<file path="src/inc/swss_pkg.sv">
/*
 * Shared constants and types of the second stop-mode wake source selector.
 * Assumes one 200 MHz clock and an AXI4-Lite register bus with 32-bit data.
 */
package swss_pkg;

    localparam int ADDR_W = 8;
    localparam int DATA_W = 32;

    // Register indices; the byte address is four times the index.
    localparam logic [7:0] IDX_SELECT_ONE = 8'h0B;
    localparam logic [7:0] IDX_SELECT_TWO = 8'h0D;
    localparam logic [7:0] IDX_STATUS = 8'h10;
    localparam logic [7:0] ADDR_SELECT_ONE = {IDX_SELECT_ONE[5:0], 2'h0};
    localparam logic [7:0] ADDR_SELECT_TWO = {IDX_SELECT_TWO[5:0], 2'h0};
    localparam logic [7:0] ADDR_STATUS = {IDX_STATUS[5:0], 2'h0};

    // Field positions.
    localparam int SRC_LSB = 2;
    localparam int SRC_MSB = 4;
    localparam int LEVEL_BIT = 6;
    localparam int FLAG_BIT = 7;
    localparam int ST_STOP_BIT = 0;
    localparam int ST_PIN_WAKE_BIT = 1;
    localparam int ST_GATE_BIT = 2;
    localparam int ST_FLAG_BIT = 3;

    // Wake source codes.
    localparam logic [2:0] SRC_POR_ONLY = 3'h0;
    localparam logic [2:0] SRC_NAND_P2_LOW = 3'h1;
    localparam logic [2:0] SRC_NAND_P2_ALL = 3'h2;
    localparam logic [2:0] SRC_NOR_P3 = 3'h3;
    localparam logic [2:0] SRC_NAND_P3 = 3'h4;
    localparam logic [2:0] SRC_NOR_P3_P0 = 3'h5;
    localparam logic [2:0] SRC_NAND_P3_P0 = 3'h6;

    // Candidate line masks over {p0[7], p0[0], p3[3:1], p2[7:0]}.
    localparam logic [12:0] MASK_NONE = 13'h0000;
    localparam logic [12:0] MASK_P2_LOW = 13'h000F;
    localparam logic [12:0] MASK_P2_ALL = 13'h00FF;
    localparam logic [12:0] MASK_P3 = 13'h0700;
    localparam logic [12:0] MASK_P3_P0 = 13'h1F00;

    // Reset values.
    localparam logic [2:0] SRC_RESET = 3'h0;
    localparam logic LEVEL_RESET = 1'h0;
    localparam logic FLAG_RESET = 1'h0;

    localparam logic [1:0] RESP_OKAY = 2'h0;
    localparam logic [1:0] RESP_SLVERR = 2'h2;

    typedef enum logic [1:0] {
        SWSS_RUN = 2'h1,
        SWSS_STOP = 2'h2
    } swss_mode_t;

    typedef struct packed {
        swss_mode_t mode;
        logic [2:0] src;
        logic level;
        logic flag;
        logic wake_req;
        logic aw_got;
        logic [7:0] waddr;
        logic w_got;
        logic [7:0] wdata;
        logic wstrb0;
        logic bvalid;
        logic [1:0] bresp;
        logic rvalid;
        logic [31:0] rdata;
        logic [1:0] rresp;
        logic [7:0] p2_s1;
        logic [7:0] p2_s2;
        logic [2:0] p3_s1;
        logic [2:0] p3_s2;
        logic [1:0] p0_s1;
        logic [1:0] p0_s2;
    } swss_state_t;

    localparam swss_state_t STATE_RESET = '{
        mode: SWSS_RUN,
        src: SRC_RESET,
        level: LEVEL_RESET,
        flag: FLAG_RESET,
        default: '0
    };

endpackage : swss_pkg

</file>
<file path="src/verilog/swss_top.sv">
/*
 * Second stop-mode wake source selector with its AXI4-Lite register slave.
 * Assumes port pins arrive asynchronously, while direction bits, stop entry
 * and the first selector's wake event come from logic on the same clock.
 */
// Register access over AXI4-Lite was decided locally.
module swss_top (
    input wire logic clk,
    input wire logic sys_rst,
    input wire logic [swss_pkg::ADDR_W-1:0] s_axi_awaddr,
    input wire logic s_axi_awvalid,
    output logic s_axi_awready,
    input wire logic [swss_pkg::DATA_W-1:0] s_axi_wdata,
    input wire logic [3:0] s_axi_wstrb,
    input wire logic s_axi_wvalid,
    output logic s_axi_wready,
    output logic [1:0] s_axi_bresp,
    output logic s_axi_bvalid,
    input wire logic s_axi_bready,
    input wire logic [swss_pkg::ADDR_W-1:0] s_axi_araddr,
    input wire logic s_axi_arvalid,
    output logic s_axi_arready,
    output logic [swss_pkg::DATA_W-1:0] s_axi_rdata,
    output logic [1:0] s_axi_rresp,
    output logic s_axi_rvalid,
    input wire logic s_axi_rready,
    input wire logic [7:0] p2_pin,
    input wire logic [3:1] p3_pin,
    input wire logic [7:0] p0_pin,
    input wire logic [7:0] p2_dir_out,
    input wire logic [3:1] p3_dir_out,
    input wire logic [7:0] p0_dir_out,
    input wire logic stop_enter,
    input wire logic wake_event_one,
    output logic clk_run,
    output logic stop_active,
    output logic wake_req,
    output logic recovery_flag
);
    import swss_pkg::*;

    swss_state_t s_reg;
    swss_state_t s_next;

    logic aw_fire;
    logic w_fire;
    logic ar_fire;
    logic have_aw;
    logic have_w;
    logic [7:0] wr_addr;
    logic [7:0] wr_data;
    logic wr_strb0;
    logic [12:0] cand;
    logic [12:0] dirv;
    logic [12:0] mask;
    logic [12:0] incl;
    logic use_nand;
    logic gate_out;
    logic gate_valid;
    logic pin_wake;
    logic wake_any;

    assign s_axi_awready = !s_reg.aw_got && !s_reg.bvalid;
    assign s_axi_wready = !s_reg.w_got && !s_reg.bvalid;
    assign s_axi_arready = !s_reg.rvalid;
    assign s_axi_bvalid = s_reg.bvalid;
    assign s_axi_bresp = s_reg.bresp;
    assign s_axi_rvalid = s_reg.rvalid;
    assign s_axi_rdata = s_reg.rdata;
    assign s_axi_rresp = s_reg.rresp;
    assign clk_run = (s_reg.mode == SWSS_RUN);
    assign stop_active = (s_reg.mode == SWSS_STOP);
    assign wake_req = s_reg.wake_req;
    assign recovery_flag = s_reg.flag;

    // Wake gate built from the synchronised pins.
    always_comb begin
        cand = {s_reg.p0_s2[1], s_reg.p0_s2[0], s_reg.p3_s2, s_reg.p2_s2};
        dirv = {p0_dir_out[7], p0_dir_out[0], p3_dir_out, p2_dir_out};
        use_nand = 1'b1;
        unique case (s_reg.src)
            SRC_NAND_P2_LOW: mask = MASK_P2_LOW;
            SRC_NAND_P2_ALL: mask = MASK_P2_ALL;
            SRC_NOR_P3: begin
                mask = MASK_P3;
                use_nand = 1'b0;
            end
            SRC_NAND_P3: mask = MASK_P3;
            SRC_NOR_P3_P0: begin
                mask = MASK_P3_P0;
                use_nand = 1'b0;
            end
            SRC_NAND_P3_P0: mask = MASK_P3_P0;
            default: mask = MASK_NONE;
        endcase
        // Lines driven as outputs are removed before the gate.
        incl = mask & ~dirv;
        gate_valid = |incl;
        if (use_nand) begin
            gate_out = ~&(cand | ~incl);
        end else begin
            gate_out = ~|(cand & incl);
        end
        // The level bit decides which gate level counts as a wake.
        pin_wake = gate_valid && (s_reg.level ? gate_out : !gate_out);
        wake_any = pin_wake || wake_event_one;
    end

    always_comb begin
        s_next = s_reg;
        s_next.wake_req = 1'b0;

        s_next.p2_s1 = p2_pin;
        s_next.p2_s2 = s_reg.p2_s1;
        s_next.p3_s1 = p3_pin;
        s_next.p3_s2 = s_reg.p3_s1;
        s_next.p0_s1 = {p0_pin[7], p0_pin[0]};
        s_next.p0_s2 = s_reg.p0_s1;

        aw_fire = s_axi_awvalid && s_axi_awready;
        w_fire = s_axi_wvalid && s_axi_wready;
        ar_fire = s_axi_arvalid && s_axi_arready;
        have_aw = s_reg.aw_got || aw_fire;
        have_w = s_reg.w_got || w_fire;
        wr_addr = s_reg.aw_got ? s_reg.waddr : s_axi_awaddr;
        wr_data = s_reg.w_got ? s_reg.wdata : s_axi_wdata[7:0];
        wr_strb0 = s_reg.w_got ? s_reg.wstrb0 : s_axi_wstrb[0];

        if (s_reg.bvalid && s_axi_bready) begin
            s_next.bvalid = 1'b0;
        end
        if (aw_fire) begin
            s_next.aw_got = 1'b1;
            s_next.waddr = s_axi_awaddr;
        end
        if (w_fire) begin
            s_next.w_got = 1'b1;
            s_next.wdata = s_axi_wdata[7:0];
            s_next.wstrb0 = s_axi_wstrb[0];
        end
        if (have_aw && have_w) begin
            s_next.aw_got = 1'b0;
            s_next.w_got = 1'b0;
            s_next.bvalid = 1'b1;
            s_next.bresp = RESP_OKAY;
            if (wr_addr == ADDR_SELECT_TWO) begin
                // Reserved bits are dropped; software is expected to send zeros.
                if (wr_strb0) begin
                    s_next.src = wr_data[SRC_MSB:SRC_LSB];
                    s_next.level = wr_data[LEVEL_BIT];
                end
            end else if (wr_addr != ADDR_SELECT_ONE && wr_addr != ADDR_STATUS) begin
                s_next.bresp = RESP_SLVERR;
            end
        end

        if (s_reg.rvalid && s_axi_rready) begin
            s_next.rvalid = 1'b0;
        end
        if (ar_fire) begin
            s_next.rvalid = 1'b1;
            s_next.rdata = '0;
            s_next.rresp = RESP_OKAY;
            if (s_axi_araddr == ADDR_SELECT_ONE) begin
                s_next.rdata[FLAG_BIT] = s_reg.flag;
            end else if (s_axi_araddr == ADDR_STATUS) begin
                s_next.rdata[ST_STOP_BIT] = (s_reg.mode == SWSS_STOP);
                s_next.rdata[ST_PIN_WAKE_BIT] = pin_wake;
                s_next.rdata[ST_GATE_BIT] = gate_out && gate_valid;
                s_next.rdata[ST_FLAG_BIT] = s_reg.flag;
            end else if (s_axi_araddr != ADDR_SELECT_TWO) begin
                // The selector register itself is write only and reads as zero.
                s_next.rresp = RESP_SLVERR;
            end
        end

        unique case (s_reg.mode)
            SWSS_RUN: begin
                if (stop_enter) begin
                    s_next.mode = SWSS_STOP;
                end
            end
            SWSS_STOP: begin
                if (wake_any) begin
                    s_next.mode = SWSS_RUN;
                    s_next.wake_req = 1'b1;
                    s_next.flag = 1'b1;
                end
            end
            default: s_next.mode = SWSS_RUN;
        endcase
    end

    always_ff @(posedge clk) begin
        if (sys_rst) begin
            s_reg <= STATE_RESET;
        end else begin
            s_reg <= s_next;
        end
    end

endmodule : swss_top

</file>
<file path="config.mk">
export PLATFORM = sky130hd
export DESIGN_NAME = swss_top
export DESIGN_NICKNAME = d
export VERILOG_FILES = /design/src/inc/swss_pkg.sv /design/src/verilog/swss_top.sv
export SDC_FILE = /design/constraint.sdc
export NUM_CORES = 1
export LEC_CHECK = 0
export ABC_AREA = 1
export ABC_CLOCK_PERIOD_IN_PS = 3400
export BUFFER_PORTS_ARGS = -buffer_cell sky130_fd_sc_hd__buf_2
export CAP_MARGIN = 5
export CORE_MARGIN = 5
export CORE_UTILIZATION = 50
export CTS_BUF_LIST = sky130_fd_sc_hd__clkbuf_2 sky130_fd_sc_hd__clkbuf_4 sky130_fd_sc_hd__clkbuf_8
export CTS_CLUSTER_SIZE = 25
export DETAILED_ROUTE_END_ITERATION = 7
export PLACE_DENSITY_LB_ADDON = 0.3
export SLEW_MARGIN = 20
export SYNTH_ARGS = -nofsm -noshare
export SYNTH_HDL_FRONTEND = slang
export SYNTH_SLANG_ARGS = --single-unit
export TNS_END_PERCENT = 100
</file>
<file path="constraint.sdc">
create_clock -name clk -period 3.4 [get_ports clk]
set_clock_uncertainty 0.2 [all_clocks]
set_input_delay 0.34 -clock clk [delete_from_list [all_inputs] [get_ports clk]]
set_output_delay 0.34 -clock clk [all_outputs]
set_load 0.01 [all_outputs]
</file>
# Word level (Yosys, flattened, before mapping)

Cells that the tools add are included.

Equal/unequal tests: 16
Multiplexer cells: 21
Bitwise gates (word level): 6
Reduce and logical (&&, ||, !) cells: 34

Operators by type and width:

| cell                                                                     | number |
|---|---|
| 13-bit case mux with 4 select lines                                      | 1 |
| 35-bit 2-to-1 mux                                                        | 1 |
| 13-bit AND                                                               | 2 |
| 13-bit inverter                                                          | 2 |
| 13-bit OR reduction                                                      | 2 |
| 8-bit by 6-bit equality test with 1-bit output (second input constant)   | 2 |
| 8-bit by 6-bit inequality test with 1-bit output (second input constant) | 2 |
| 13-bit bitwise OR                                                        | 1 |
| 13-bit AND reduction                                                     | 1 |
| 2-bit 2-to-1 mux                                                         | 6 |
| 1-bit logical AND                                                        | 11 |
| 2-bit OR reduction                                                       | 5 |
| 3-bit equality test (second input constant)                              | 3 |
| 8-bit by 7-bit equality test with 1-bit output (second input constant)   | 1 |
| 8-bit 2-to-1 mux                                                         | 1 |
| 8-bit by 7-bit inequality test with 1-bit output (second input constant) | 1 |
| 1-bit zero test                                                          | 7 |
| 1-bit 2-to-1 mux                                                         | 7 |
| 7-bit 2-to-1 mux                                                         | 1 |
| 3-bit by 2-bit equality test with 1-bit output (second input constant)   | 2 |
| 6-bit 2-to-1 mux                                                         | 1 |
| 4-bit 2-to-1 mux                                                         | 1 |
| 2-bit case mux with 2 select lines                                       | 1 |
| 2-bit AND reduction                                                      | 2 |
| 10 further kinds                                                         | 13 |

Flip-flop bits (word level): 63
Bits of input ports: 99

# Depth between registers and ports, before layout

Word-level depth: 15
Mapped depth: 17

# Worst setup path before layout

Ideal clock, no wire load.

Kind: register to register
Start point: register s_reg[73] (netlist bit)
End point: register s_reg[85] (netlist bit)
Setup time: 120 ps
Arrival: 1519 ps
Required time: 3080 ps
Path slack: 1560 ps
Cell stages (with the launch flop): 12
Path buffers: 1
Clock period less this slack: 1840 ps
Path through: dfxtp_1 > buf_2 > nor2_1 > nand2_1 > inv_1 > o22ai_2 > a21oi_1 > nand2_1 > inv_2 > nand3_1 > nand2_1 > a21oi_1

Word-level cells in the longest chain between the ends: 6
Elaborated cells between the ends (all ways): 8
Classes of those cells: mux: 2; reduce/logical: 6

Ends and longest elaborated chain:

| item                                 | line            | RTL |
|---|---|---|
| from (decl)                          | swss_top.sv:42  | `swss_state_t s_reg;` |
| from (signal assigned)               | swss_top.sv:198 | `s_reg <= s_next;` |
| 1-bit zero test                      | swss_top.sv:64  | `assign s_axi_wready = !s_reg.w_got && !s_reg.bvalid;` |
| 1-bit logical AND                    | swss_top.sv:64  |  |
| named net s_axi_wready               | swss_top.sv:16  | `output logic s_axi_wready,` |
| 1-bit logical AND                    | swss_top.sv:121 | `w_fire = s_axi_wvalid && s_axi_wready;` |
| 1-bit logical OR                     | swss_top.sv:124 | `have_w = s_reg.w_got \|\| w_fire;` |
| 1-bit logical AND                    | swss_top.sv:141 | `if (have_aw && have_w) begin` |
| 3-bit AND reduction (no source line) | n/a             |  |

The timed path passes the listed nets, and every way through them passes these cells.
A chain may end at the register's enable or synchronous reset.

# Worst setup path after layout

Start point: register s_reg[82] (netlist bit)
End point: register s_reg[86] (netlist bit)

Word-level cells in the longest chain between the ends: 6
Elaborated cells between the ends (all ways): 8
Classes of those cells: eq/ne: 1; mux: 1; reduce/logical: 6

Ends and longest elaborated chain:

| item |
|---|
| parallel branches: the longest is 5 deep, another holds 8-bit 2-to-1 mux |
| 3-bit AND reduction (no source line) (*) |

Mark *: on every way between the ends.

==> results.md <==
* Fmax at 430 MHz
* Final number of hold-violating endpoints at 0
* Peak VDD IR at 294 uV
* Critical path class: reg -> reg
* Hold Buf Count CTS at 2
* Via/cell ratio at 4.46
* Antenna violations before repair at 0
* Setup Viol. Count Final at 0
* Met2 usage at 0.270
* Io pins at 144
* Die ar. at 7610 um^2
* Worst path cell trace: nor2_1 -> nand2_1 -> clkinv_1 -> o22ai_2 -> a21oi_1 -> nand2_1 -> inv_2 -> nand3_1 -> nand2_1 -> a21oi_1
* Synthesized area per cell at 6.90 um^2
* Most common cell after layout, fill and taps aside: nand2_1
* Initial Util at 0.510
* Grt ovf at 0
* Most Crowded Layer GR: met2
* TritonCTS buffer count at 9
* Root buf cell: clkbuf_8
* Drt first pass iters at 4
* CTS tree: built
* H-tree depth at 3
* Clock tree buffer depth at 2
* DR iter-0 viols at 74
* Crit path max-delay cell type: dfxtp_1
* Synth Instances at 432
* Clk_lat worst skew at 0.33 ns
* GRT Resource Usage Total at 0.160
* Die width at 87.2 um
* Vias in the first global route at 2,393
* Layout area overhead at 15.9%
* Min-Delay Path Class: in -> reg
* WP data arrival at 2.39 ns
* Startpoint class of the critical path: flip-flop
* Cell variety after synth at 36
* Worst relative slew slack at 0.570
* Fillcell total at 568
* Dpl hpwl at 4600 um
* MaxCap Viol Count at 0
* Die outline height at 87.2 um
* Yosys reg bits at 58
* Power per cell area at 473 nW/um^2
* CP max stage delay at 0.55 ns
* Vias at 2,588
* Final worst-path cycle share at 0.684
* CTS Sinks at 58
* Crit end category: flip-flop
* Worst EP required at 3.46 ns
* Max reg flops at 21
* Antenna diode count at 0
* Remaining antenna violation count after routing at 0
* Pin count of the biggest net entering global routing at 34
* Slew @ Worst Pin at 0.644 ns
* Slew Limit Fails at 0
* CTS resizes at 0
* Share of cells above drive strength 1 at 0.232
* Core Region at 5850 um^2
* Routed WL at 5970 um
* Netlist area before placement at 2980 um^2
* Cell mode on critical path: nand2_1
* Setup TNS at 0 ns
* M1 GR Usage at 0.193
* Leak pwr at 1.82 nW
* I/O Buffers at 71
* Final core occ at 0.591
* Fin nets at 599
* Fin crit period at 2.32 ns
* YS warnings at 0
* Row count at 28
* Routability cong. at 0.875
* Most frequent cells in the layout: 72 x nand2_1, 71 x buf_2, 70 x inv_1
* RSZ-0062 raised after global routing: no
* DRC Markers at 0
* Global-route wire length before repair at 9800 um
* Worst-path clk slew at 0.06 ns
* Outcome: completed
* Post CTS Setup Buffer Count at 0
* Global Route met3 Usage at 0.0435
* Post-synthesis sequential area ratio at 0.389
* Pwr Total at 0.00164 W
* Hold_ws at 0.00564 ns
* Worst-path fanout max at 11
* Mean routed wirelength per cell at 10.3 um
power by group:
group          switching [W]  internal [W]  leakage (nW)
registers          0.0000331      0.000729         0.478
logic               0.000147     0.0000890          1.23
clock network       0.000263      0.000374         0.105
metrics by stage:
| stage | cell area [um^2] | setup slack, ns | cells |
|---|---|---|---|
| 4_1_cts | 3450 | 1.08 | 579 |
| 3_5_place_dp | 3220 | 1.08 | 561 |
| 5_1_grt | 3460 | 0.871 | 580 |
| 2_1_floorplan | 3090 | 1.56 | 460 |
| 6_report | 3460 | 1.08 | 580 |
| 3_3_place_gp | 3220 | 1.10 | 561 |
cells by family (layout without fill, tap and decap cells):
group	after synthesis	count (layout)	share of synthesized area
other	1	29	0.00126
multiplexers	1	1	0.00336
flip-flops	58	58	0.389
AND/OR/NAND/NOR	203	203	0.316
AO/OA/AOI/OAI	46	46	0.0865
buffers and inverters	123	168	0.204
worst max-delay path: cells and delay by family (launching register included):
| family | cells | cell delay [ns] |
|---|---|---|
| AO/OA/AOI/OAI | 3 | 0.47 |
| buffers and inverters | 2 | 0.40 |
| flip-flops | 1 | 0.55 |
| AND/OR/NAND/NOR | 5 | 0.64 |
final cells by class:
type / count / area (um^2) / area share
Clock inverter: 5 / 52.6 / 0.0152
Inverter: 78 / 293 / 0.0847
Sequential cell: 58 / 1160 / 0.336
Timing Repair Buffer: 74 / 385 / 0.112
Clock buffer: 11 / 151 / 0.0438
Multi-Input combinational cell: 279 / 1320 / 0.382
Tap cell: 75 / 93.8 / 0.0272
layer usage:
metal  wire length, um  vias up
met5                 0        -
met4                91        0
met3               462       11
met2              2820       69
met1              2600     1104
li1                  -     1404
final timing paths:
kind	start	endpoint	slack [ns]	depth (start not counted)
worst max-delay path	s_reg[82]	s_reg[86]	1.08	10
worst min-delay path	p2_pin[0]	s_next[10]	0.006	3
worst max register to register	s_reg[82]	s_reg[86]	1.08	10
worst min register to register	s_next[12]	cand[2]	0.20	2
cell usage after synthesis, drive strengths merged:
| cell | n | area share |
|---|---|---|
| nand2 | 81 | 0.11 |
| nor2 | 76 | 0.10 |
| inv | 75 | 0.094 |
| dfxtp | 58 | 0.39 |
| buf | 39 | 0.098 |
| nand3 | 25 | 0.050 |
| o21ai | 23 | 0.040 |
| a21oi | 16 | 0.027 |
| nand4 | 9 | 0.019 |
| clkbuf | 6 | 0.0076 |
| nand3b | 4 | 0.010 |
| nor4 | 4 | 0.010 |
| clkinv | 3 | 0.0038 |
| nor3 | 2 | 0.0034 |
| a211oi | 1 | 0.0025 |
| a311oi | 1 | 0.0029 |
| conb | 1 | 0.0013 |
| mux2i | 1 | 0.0034 |
| nor4b | 1 | 0.0029 |
| o211ai | 1 | 0.0025 |
| o21a | 1 | 0.0025 |
| o21bai | 1 | 0.0025 |
| o22ai | 1 | 0.0042 |
| o31ai | 1 | 0.0025 |
| or2 | 1 | 0.0021 |
(Power assumes the default switching activity.)
